`config.mk`:
```
export PLATFORM = sky130hd
export DESIGN_NAME = port_override_ctl_flat
export DESIGN_NICKNAME = d
export VERILOG_FILES = /design/src/verilog/pin_mux_pkg.sv /design/src/verilog/pin_mux_if.sv /design/src/verilog/port_override_ctl.sv /design/src/flat_wrapper.sv
export SDC_FILE = /design/constraint.sdc
export NUM_CORES = 1
export LEC_CHECK = 0
export BUFFER_PORTS_ARGS = -buffer_cell sky130_fd_sc_hd__buf_2
export CORE_MARGIN = 1.5
export CORE_UTILIZATION = 52
export DETAILED_ROUTE_END_ITERATION = 10
export HOLD_SLACK_MARGIN = 0.12
export PLACE_DENSITY = 0.95
export RECOVER_POWER = 25
export SLEW_MARGIN = 0
export SYNTH_ARGS = -nofsm -noshare
export SYNTH_HDL_FRONTEND = slang
export SYNTH_SLANG_ARGS = --single-unit
```
`constraint.sdc`:
```
create_clock -name sys_clk -period 2.98 [get_ports sys_clk]
set_input_delay 0.745 -clock sys_clk [delete_from_list [all_inputs] [get_ports sys_clk]]
set_output_delay 0.745 -clock sys_clk [all_outputs]
set_load 0.01 [all_outputs]
```
`src/verilog/pin_mux_pkg.sv`:
```
/*
 Shared constants: register indices, fields, resets.
 Assumes one clock and 32-bit AXI4-Lite.
*/
package pin_mux_pkg;
    localparam int          PINS           = 8;
    localparam int          DEV_AW         = 3;
    // Device registers on the link, by index
    localparam logic [2:0]  DREG_MCU       = 3'h0;
    localparam logic [2:0]  DREG_DIR_A     = 3'h1;
    localparam logic [2:0]  DREG_OUT_A     = 3'h2;
    localparam logic [2:0]  DREG_DIR_B     = 3'h3;
    localparam logic [2:0]  DREG_OUT_B     = 3'h4;
    localparam logic [7:0]  MCU_RESET      = 8'h00;
    localparam logic [7:0]  MCU_WMASK      = 8'h93;
    localparam int          MCU_KILL_BIT   = 4;
    localparam logic [7:0]  PORT_RESET     = 8'h00;
    // Controller registers, byte addresses
    localparam int          CTL_AW         = 8;
    localparam logic [7:0]  CREG_CTRL      = 8'h00;
    localparam logic [7:0]  CREG_ALT       = 8'h04;
    localparam logic [7:0]  CREG_PCMASK    = 8'h08;
    localparam logic [7:0]  CREG_DEVACC    = 8'h0C;
    localparam logic [7:0]  CREG_STATUS    = 8'h10;
    localparam int          CTRL_LCD_BIT   = 0;
    localparam int          CTRL_DUTY_LSB  = 1;
    localparam int          CTRL_SPE_BIT   = 3;
    localparam int          CTRL_MSTR_BIT  = 4;
    localparam int          CTRL_PCGRP_BIT = 5;
    localparam int          CTRL_W         = 6;
    localparam int          ALT_TEN_LSB    = 0;
    localparam int          ALT_TVAL_LSB   = 4;
    localparam int          ALT_MISO_BIT   = 8;
    localparam int          ALT_MOSI_BIT   = 9;
    localparam int          ALT_SCK_BIT    = 10;
    localparam int          ALT_W          = 11;
    localparam int          ACC_DATA_LSB   = 8;
    localparam logic [1:0]  RESP_OKAY      = 2'b00;
    localparam logic [1:0]  RESP_SLVERR    = 2'b10;
endpackage

```
`src/verilog/pin_mux_if.sv`:
```
/*
 Link between the two ends.
 One shared clock, no synchronisation.
*/
`timescale 1ns/1ps
interface pin_mux_if;
    logic                           reg_wr;
    logic [pin_mux_pkg::DEV_AW-1:0] reg_addr;
    logic [7:0]                     reg_wdata;
    logic [7:0]                     reg_rdata;
    logic                           lcd_drive_on;
    logic [1:0]                     lcd_duty_sel;
    logic [3:0]                     t_cmp_en;
    logic [3:0]                     t_cmp_val;
    logic                           spi_en;
    logic                           spi_master;
    logic                           spi_miso_out;
    logic                           spi_mosi_out;
    logic                           spi_sck_out;
    logic [7:0]                     pcint_en;
    logic                           pcint_group_en;
    logic [7:0]                     pin_change_src;

    modport device (
        input  reg_wr, reg_addr, reg_wdata, lcd_drive_on, lcd_duty_sel, t_cmp_en, t_cmp_val,
               spi_en, spi_master, spi_miso_out, spi_mosi_out, spi_sck_out, pcint_en, pcint_group_en,
        output reg_rdata, pin_change_src
    );
    modport periph (
        output reg_wr, reg_addr, reg_wdata, lcd_drive_on, lcd_duty_sel, t_cmp_en, t_cmp_val,
               spi_en, spi_master, spi_miso_out, spi_mosi_out, spi_sck_out, pcint_en, pcint_group_en,
        input  reg_rdata, pin_change_src
    );
endinterface

```
`src/verilog/port_override_ctl.sv`:
```
/*
 AXI4-Lite slave driving the override sources.
 Assumes one clock and a well-behaved master.
*/
// Added by the designer: the AXI4-Lite slave port and the placing of the registers.
`timescale 1ns/1ps
module port_override_ctl (
    input  wire logic                           sys_clk,
    input  wire logic                           resetn,
    pin_mux_if.periph                           link,
    input  wire logic [pin_mux_pkg::CTL_AW-1:0] s_axi_awaddr,
    input  wire logic                           s_axi_awvalid,
    output logic                                s_axi_awready,
    input  wire logic [31:0]                    s_axi_wdata,
    input  wire logic [3:0]                     s_axi_wstrb,
    input  wire logic                           s_axi_wvalid,
    output logic                                s_axi_wready,
    output logic      [1:0]                     s_axi_bresp,
    output logic                                s_axi_bvalid,
    input  wire logic                           s_axi_bready,
    input  wire logic [pin_mux_pkg::CTL_AW-1:0] s_axi_araddr,
    input  wire logic                           s_axi_arvalid,
    output logic                                s_axi_arready,
    output logic      [31:0]                    s_axi_rdata,
    output logic      [1:0]                     s_axi_rresp,
    output logic                                s_axi_rvalid,
    input  wire logic                           s_axi_rready
);
    import pin_mux_pkg::*;

    logic              aw_have_r, aw_have_nxt, w_have_r, w_have_nxt;
    logic [CTL_AW-1:0] aw_addr_r, aw_addr_nxt;
    logic [31:0]       w_data_r, w_data_nxt, wr_val;
    logic [3:0]        w_strb_r, w_strb_nxt;
    logic              awready_r, awready_nxt, wready_r, wready_nxt;
    logic              bvalid_r, bvalid_nxt, arready_r, arready_nxt, rvalid_r, rvalid_nxt;
    logic [1:0]        bresp_r, bresp_nxt, rresp_r, rresp_nxt;
    logic [31:0]       rdata_r, rdata_nxt;
    logic [CTRL_W-1:0] ctrl_r, ctrl_nxt;
    logic [ALT_W-1:0]  alt_r, alt_nxt;
    logic [7:0]        pcmask_r, pcmask_nxt;
    logic [DEV_AW-1:0] dev_addr_r, dev_addr_nxt;
    logic [7:0]        dev_data_r, dev_data_nxt;
    logic              dev_wr_r, dev_wr_nxt;
    logic              do_wr;

    // Byte lanes merge into the old value
    function automatic logic [31:0] merge(input logic [31:0] old, input logic [31:0] nw, input logic [3:0] strb);
        logic [31:0] m;
        m = {{8{strb[3]}}, {8{strb[2]}}, {8{strb[1]}}, {8{strb[0]}}};
        return (old & ~m) | (nw & m);
    endfunction

    assign do_wr  = aw_have_r & w_have_r & ~bvalid_r;
    assign wr_val = w_data_r;

    always_comb begin
        aw_have_nxt  = aw_have_r;
        aw_addr_nxt  = aw_addr_r;
        w_have_nxt   = w_have_r;
        w_data_nxt   = w_data_r;
        w_strb_nxt   = w_strb_r;
        bvalid_nxt   = bvalid_r;
        bresp_nxt    = bresp_r;
        ctrl_nxt     = ctrl_r;
        alt_nxt      = alt_r;
        pcmask_nxt   = pcmask_r;
        dev_addr_nxt = dev_addr_r;
        dev_data_nxt = dev_data_r;
        dev_wr_nxt   = 1'b0;
        if (s_axi_awvalid && awready_r) begin
            aw_have_nxt = 1'b1;
            aw_addr_nxt = s_axi_awaddr;
        end
        if (s_axi_wvalid && wready_r) begin
            w_have_nxt = 1'b1;
            w_data_nxt = s_axi_wdata;
            w_strb_nxt = s_axi_wstrb;
        end
        if (bvalid_r && s_axi_bready) begin
            bvalid_nxt = 1'b0;
        end
        if (do_wr) begin
            aw_have_nxt = 1'b0;
            w_have_nxt  = 1'b0;
            bvalid_nxt  = 1'b1;
            bresp_nxt   = RESP_OKAY;
            case (aw_addr_r)
                // Port still needs its dir bit
                CREG_CTRL:   ctrl_nxt   = CTRL_W'(merge(32'(ctrl_r), wr_val, w_strb_r));
                CREG_ALT:    alt_nxt    = ALT_W'(merge(32'(alt_r), wr_val, w_strb_r));
                CREG_PCMASK: pcmask_nxt = 8'(merge(32'(pcmask_r), wr_val, w_strb_r));
                CREG_DEVACC: begin
                    dev_addr_nxt = wr_val[DEV_AW-1:0];
                    dev_data_nxt = wr_val[ACC_DATA_LSB +: 8];
                    dev_wr_nxt   = w_strb_r[1];
                end
                CREG_STATUS: ;
                default:     bresp_nxt = RESP_SLVERR;
            endcase
        end
        awready_nxt = ~aw_have_nxt & ~bvalid_nxt;
        wready_nxt  = ~w_have_nxt & ~bvalid_nxt;
    end

    // One read in flight, answer next cycle
    always_comb begin
        rvalid_nxt = rvalid_r;
        rdata_nxt  = rdata_r;
        rresp_nxt  = rresp_r;
        if (rvalid_r && s_axi_rready) begin
            rvalid_nxt = 1'b0;
        end
        if (s_axi_arvalid && arready_r) begin
            rvalid_nxt = 1'b1;
            rresp_nxt  = RESP_OKAY;
            case (s_axi_araddr)
                CREG_CTRL:   rdata_nxt = 32'(ctrl_r);
                CREG_ALT:    rdata_nxt = 32'(alt_r);
                CREG_PCMASK: rdata_nxt = 32'(pcmask_r);
                CREG_DEVACC: rdata_nxt = {16'h0000, link.reg_rdata, 5'h00, dev_addr_r};
                CREG_STATUS: rdata_nxt = {24'h00_0000, link.pin_change_src};
                default: begin
                    rdata_nxt = 32'h0000_0000;
                    rresp_nxt = RESP_SLVERR;
                end
            endcase
        end
        arready_nxt = ~rvalid_nxt;
    end

    always_ff @(posedge sys_clk) begin
        if (!resetn) begin
            aw_have_r  <= 1'b0;
            aw_addr_r  <= '0;
            w_have_r   <= 1'b0;
            w_data_r   <= 32'h0000_0000;
            w_strb_r   <= 4'h0;
            awready_r  <= 1'b1;
            wready_r   <= 1'b1;
            bvalid_r   <= 1'b0;
            bresp_r    <= RESP_OKAY;
            arready_r  <= 1'b1;
            rvalid_r   <= 1'b0;
            rresp_r    <= RESP_OKAY;
            rdata_r    <= 32'h0000_0000;
            ctrl_r     <= '0;
            alt_r      <= '0;
            pcmask_r   <= 8'h00;
            dev_addr_r <= '0;
            dev_data_r <= 8'h00;
            dev_wr_r   <= 1'b0;
        end else begin
            aw_have_r  <= aw_have_nxt;
            aw_addr_r  <= aw_addr_nxt;
            w_have_r   <= w_have_nxt;
            w_data_r   <= w_data_nxt;
            w_strb_r   <= w_strb_nxt;
            awready_r  <= awready_nxt;
            wready_r   <= wready_nxt;
            bvalid_r   <= bvalid_nxt;
            bresp_r    <= bresp_nxt;
            arready_r  <= arready_nxt;
            rvalid_r   <= rvalid_nxt;
            rresp_r    <= rresp_nxt;
            rdata_r    <= rdata_nxt;
            ctrl_r     <= ctrl_nxt;
            alt_r      <= alt_nxt;
            pcmask_r   <= pcmask_nxt;
            dev_addr_r <= dev_addr_nxt;
            dev_data_r <= dev_data_nxt;
            dev_wr_r   <= dev_wr_nxt;
        end
    end

    assign s_axi_awready       = awready_r;
    assign s_axi_wready        = wready_r;
    assign s_axi_bvalid        = bvalid_r;
    assign s_axi_bresp         = bresp_r;
    assign s_axi_arready       = arready_r;
    assign s_axi_rvalid        = rvalid_r;
    assign s_axi_rresp         = rresp_r;
    assign s_axi_rdata         = rdata_r;
    assign link.reg_wr         = dev_wr_r;
    assign link.reg_addr       = dev_addr_r;
    assign link.reg_wdata      = dev_data_r;
    assign link.lcd_drive_on   = ctrl_r[CTRL_LCD_BIT];
    assign link.lcd_duty_sel   = ctrl_r[CTRL_DUTY_LSB +: 2];
    assign link.spi_en         = ctrl_r[CTRL_SPE_BIT];
    assign link.spi_master     = ctrl_r[CTRL_MSTR_BIT];
    assign link.pcint_group_en = ctrl_r[CTRL_PCGRP_BIT];
    assign link.t_cmp_en       = alt_r[ALT_TEN_LSB +: 4];
    assign link.t_cmp_val      = alt_r[ALT_TVAL_LSB +: 4];
    assign link.spi_miso_out   = alt_r[ALT_MISO_BIT];
    assign link.spi_mosi_out   = alt_r[ALT_MOSI_BIT];
    assign link.spi_sck_out    = alt_r[ALT_SCK_BIT];
    assign link.pcint_en       = pcmask_r;

endmodule // port_override_ctl

```
`src/flat_wrapper.sv`:
```
// flat-port wrapper written by rule: the top's interface ports become plain ports
module port_override_ctl_flat import pin_mux_pkg::*;
  (sys_clk, resetn, s_axi_awaddr, s_axi_awvalid, s_axi_awready, s_axi_wdata, s_axi_wstrb, s_axi_wvalid, s_axi_wready, s_axi_bresp, s_axi_bvalid, s_axi_bready, s_axi_araddr, s_axi_arvalid, s_axi_arready, s_axi_rdata, s_axi_rresp, s_axi_rvalid, s_axi_rready, link_reg_wr, link_reg_addr, link_reg_wdata, link_lcd_drive_on, link_lcd_duty_sel, link_t_cmp_en, link_t_cmp_val, link_spi_en, link_spi_master, link_spi_miso_out, link_spi_mosi_out, link_spi_sck_out, link_pcint_en, link_pcint_group_en, link_reg_rdata, link_pin_change_src);
  pin_mux_if link_i ();
  input  wire logic sys_clk;
  input  wire logic resetn;
  input  wire logic [pin_mux_pkg::CTL_AW-1:0] s_axi_awaddr;
  input  wire logic s_axi_awvalid;
  output logic s_axi_awready;
  input  wire logic [31:0] s_axi_wdata;
  input  wire logic [3:0] s_axi_wstrb;
  input  wire logic s_axi_wvalid;
  output logic s_axi_wready;
  output logic      [1:0] s_axi_bresp;
  output logic s_axi_bvalid;
  input  wire logic s_axi_bready;
  input  wire logic [pin_mux_pkg::CTL_AW-1:0] s_axi_araddr;
  input  wire logic s_axi_arvalid;
  output logic s_axi_arready;
  output logic      [31:0] s_axi_rdata;
  output logic      [1:0] s_axi_rresp;
  output logic s_axi_rvalid;
  input  wire logic s_axi_rready;
  output wire logic [$bits(link_i.reg_wr)-1:0] link_reg_wr;
  output wire logic [$bits(link_i.reg_addr)-1:0] link_reg_addr;
  output wire logic [$bits(link_i.reg_wdata)-1:0] link_reg_wdata;
  output wire logic [$bits(link_i.lcd_drive_on)-1:0] link_lcd_drive_on;
  output wire logic [$bits(link_i.lcd_duty_sel)-1:0] link_lcd_duty_sel;
  output wire logic [$bits(link_i.t_cmp_en)-1:0] link_t_cmp_en;
  output wire logic [$bits(link_i.t_cmp_val)-1:0] link_t_cmp_val;
  output wire logic [$bits(link_i.spi_en)-1:0] link_spi_en;
  output wire logic [$bits(link_i.spi_master)-1:0] link_spi_master;
  output wire logic [$bits(link_i.spi_miso_out)-1:0] link_spi_miso_out;
  output wire logic [$bits(link_i.spi_mosi_out)-1:0] link_spi_mosi_out;
  output wire logic [$bits(link_i.spi_sck_out)-1:0] link_spi_sck_out;
  output wire logic [$bits(link_i.pcint_en)-1:0] link_pcint_en;
  output wire logic [$bits(link_i.pcint_group_en)-1:0] link_pcint_group_en;
  input wire logic [$bits(link_i.reg_rdata)-1:0] link_reg_rdata;
  input wire logic [$bits(link_i.pin_change_src)-1:0] link_pin_change_src;
  assign link_reg_wr = link_i.reg_wr;
  assign link_reg_addr = link_i.reg_addr;
  assign link_reg_wdata = link_i.reg_wdata;
  assign link_lcd_drive_on = link_i.lcd_drive_on;
  assign link_lcd_duty_sel = link_i.lcd_duty_sel;
  assign link_t_cmp_en = link_i.t_cmp_en;
  assign link_t_cmp_val = link_i.t_cmp_val;
  assign link_spi_en = link_i.spi_en;
  assign link_spi_master = link_i.spi_master;
  assign link_spi_miso_out = link_i.spi_miso_out;
  assign link_spi_mosi_out = link_i.spi_mosi_out;
  assign link_spi_sck_out = link_i.spi_sck_out;
  assign link_pcint_en = link_i.pcint_en;
  assign link_pcint_group_en = link_i.pcint_group_en;
  assign link_i.reg_rdata = link_reg_rdata;
  assign link_i.pin_change_src = link_pin_change_src;
  port_override_ctl u_core (.sys_clk(sys_clk), .resetn(resetn), .link(link_i), .s_axi_awaddr(s_axi_awaddr), .s_axi_awvalid(s_axi_awvalid), .s_axi_awready(s_axi_awready), .s_axi_wdata(s_axi_wdata), .s_axi_wstrb(s_axi_wstrb), .s_axi_wvalid(s_axi_wvalid), .s_axi_wready(s_axi_wready), .s_axi_bresp(s_axi_bresp), .s_axi_bvalid(s_axi_bvalid), .s_axi_bready(s_axi_bready), .s_axi_araddr(s_axi_araddr), .s_axi_arvalid(s_axi_arvalid), .s_axi_arready(s_axi_arready), .s_axi_rdata(s_axi_rdata), .s_axi_rresp(s_axi_rresp), .s_axi_rvalid(s_axi_rvalid), .s_axi_rready(s_axi_rready));
endmodule
```
==> results.yml <==
flow_run:
  cap_violations: 0
setup_path:
  worstSetupStartpointType: "input port"
  cp-end-kind: "flop"
  required_ns: 3.25
  crit_type: "input port to flop"
  crit_fanout: 38
  worst_ep_arrival_time_ns: 2.46
pwr:
  ir_drop_mv: 0.3420
  power_frac_comb: 0.094
  p_sw_w: 0.0005536
  p_int_w: 0.001704
  powerDensity_nw_per_um2: 499.7
  clockPowerShare: 0.356
  power_frac_seq: 0.551
  leakagePower_nw: 1.808
  swShare: 0.2452
routing:
  drt-initial-drc-count: 140
  vias: 3136
  wl_per_cell_um: 14.93
  ant_nets: 0
  drtPass1Iterations: 4
  viasPerCell: 5.235
  drcViolationCount: 0
  wl_um: 8943
yosys:
  ys_seq_area_frac: 0.4661
  ys_warn_count: 0
  ys_ff_latch: 88
  ys_top_cells_by_area: "dfxtp_1, mux2i_1, nor2b_1"
  avgSynthCellArea_um2: 9.692
  syn_area_um2: 3780
  syn-instance-count: 390
  yosys.area.top_type_share: 0.4661
  yosysTopAreaCell: "dfxtp_1"
  synth.distinct_cells: 34
clock_tree:
  path_clk_slew_ns: 0.08
  clock-sinks: 88
  cts_made_buffers: 9
  cts_resized: 0
  post_cts_buffers: 0
  clock_latency_ns: 0.35
  clockBufferDepth: 2
  root_buffer: "clkbuf_8"
  cts_hold_buffers: 0
  htreeDepth: 3
  cts_tree: "built"
sta:
  tightest_slew_ns: 1.267
  finalCritPeriodShare: 0.7343
  hold_viol_final: 0
  fmax_mhz: 457.0
  setup_tns_ns: 0
  maxSlewHeadroom: 0.1554
  slew_violations: 0
  worst_hold_slack_ns: 0.4646
  rsz0062_at_grt: "no"
  setup_viol: 0
  fin_worst_skew_ns: 0.009562
  min_period_ns: 2.188
cells_and_area:
  layout.nets: 574
  final_cell_mix: "buf_2, dfxtp_1, nand2_1, nor2b_1, mux2i_1"
  drive_gt1_frac: 0.2724
  synthToLayoutAreaGrowth_pct: 19.53
  diodes: 0
  layout_commonest_cell: "buf_2"
run_status:
  outcome: "complete, no violations"
placed_design:
  gp_congestion: 0.8242
  numPortBuffers: 116
  hpwl_um: 6482
global_routing:
  grt_overflow_total: 0
  grt_antenna_before_repair: 0
  grt_usage: 0.2315
  grt_pass1_wl_um: 13950
  grt_pass1_vias: 3058
  grt_max_degree: 39
floorplan:
  start_util: 0.5473
  row_count: 30
  core_um2: 6907
  die_w_um: 88.26
  die_h_um: 88.26
  dieArea_um2: 7790
  ios: 153
hold_path:
  hp-class: "flop to flop"
-- stage by stage --
step                      cells  instance area, µm²  setup slack [ns]  utilization  total power, W
after floorplan             407                3844            0.8705            -        0.001423
after global placement      584                4349            0.7554       0.6297        0.001471
after detailed placement    584                4349            0.6634       0.6297        0.001482
after CTS                   599                4537            0.8409       0.6569        0.002274
after global routing        599                4518            0.5637       0.6542        0.002346
final                       599                4518            0.7919       0.6542        0.002258
-- path summary, 6_finish.rpt --
check / start / to / slack (ns) / cells past startpoint
worst max-delay path: resetn / u_core.s_axi_rdata[1] / 0.79 / 3
worst min-delay path: u_core.s_axi_rdata[6] / u_core.s_axi_rdata[6] / 0.46 / 2
worst max register to register: u_core.aw_addr_r[6] / flop / 0.85 / 4
worst min register to register: u_core.s_axi_rdata[6] / u_core.s_axi_rdata[6] / 0.46 / 2
-- synthesized netlist by cell type, drive strengths merged --
cell type / n
a21boi: 28
a222oi: 6
a22o: 1
a22oi: 3
a31oi: 3
a32oi: 6
and2: 4
and3: 1
buf: 22
clkbuf: 17
conb: 1
dfxtp: 88
inv: 2
mux2: 9
mux2i: 36
nand2: 66
nand2b: 1
nand3: 3
nand3b: 4
nand4: 1
nor2: 10
nor2b: 49
nor3: 1
nor4: 4
nor4b: 1
o21a: 3
o21ai: 13
or4: 3
or4b: 1
or4bb: 3
-- critical path, stage by stage --
cell and delay [ns]:
clkbuf_1 0.90, nand4_1 0.50, o21ai_0 0.30
-- per-layer routing --
layer | part of all wire | GRT usage | up-vias | wire (µm)
li1 | - | - | 1520 | -
met2 | 0.50 | 0.4080 | 121 | 4456
met5 | 0 | 0 | - | 0
met1 | 0.42 | 0.2733 | 1474 | 3748
met3 | 0.067 | 0.05504 | 21 | 595
met4 | 0.016 | 0.08807 | 0 | 143
-- power groups by stage --
stage / Sequential [W] / Combinational (W) / Clock [W]
2_1_floorplan: 0.00126 / 0.000160 / 0
6_report: 0.00124 / 0.000212 / 0.000803
3_3_place_gp: 0.00127 / 0.000203 / 0
4_1_cts: 0.00124 / 0.000212 / 0.000819
3_5_place_dp: 0.00127 / 0.000211 / 0
5_1_grt: 0.00125 / 0.000237 / 0.000861
-- final cells by class --
| type | instances | area [µm²] |
|---|---|---|
| Fill cell | 579 | 2389 |
| Multi-Input combinational cell | 278 | 1849 |
| Sequential cell | 88 | 1762 |
| Timing Repair Buffer | 120 | 591.8 |
| Clock buffer | 12 | 145.1 |
| Tap cell | 96 | 120.1 |
| Clock inverter | 3 | 42.54 |
| Inverter | 2 | 7.507 |
-- logic make-up (layout without fill, tap and decap cells) --
family                 Yosys count  count (layout)  share of synthesized area
buffers and inverters           41             137                    0.06157
AOI/OAI and AO/OA               63              63                     0.1218
and+or+nand+nor                152             152                     0.2274
other                            1              18                  0.0009921
DFF                             88              88                     0.4661
muxes                           45              45                     0.1221
(Power assumes the default switching activity.)
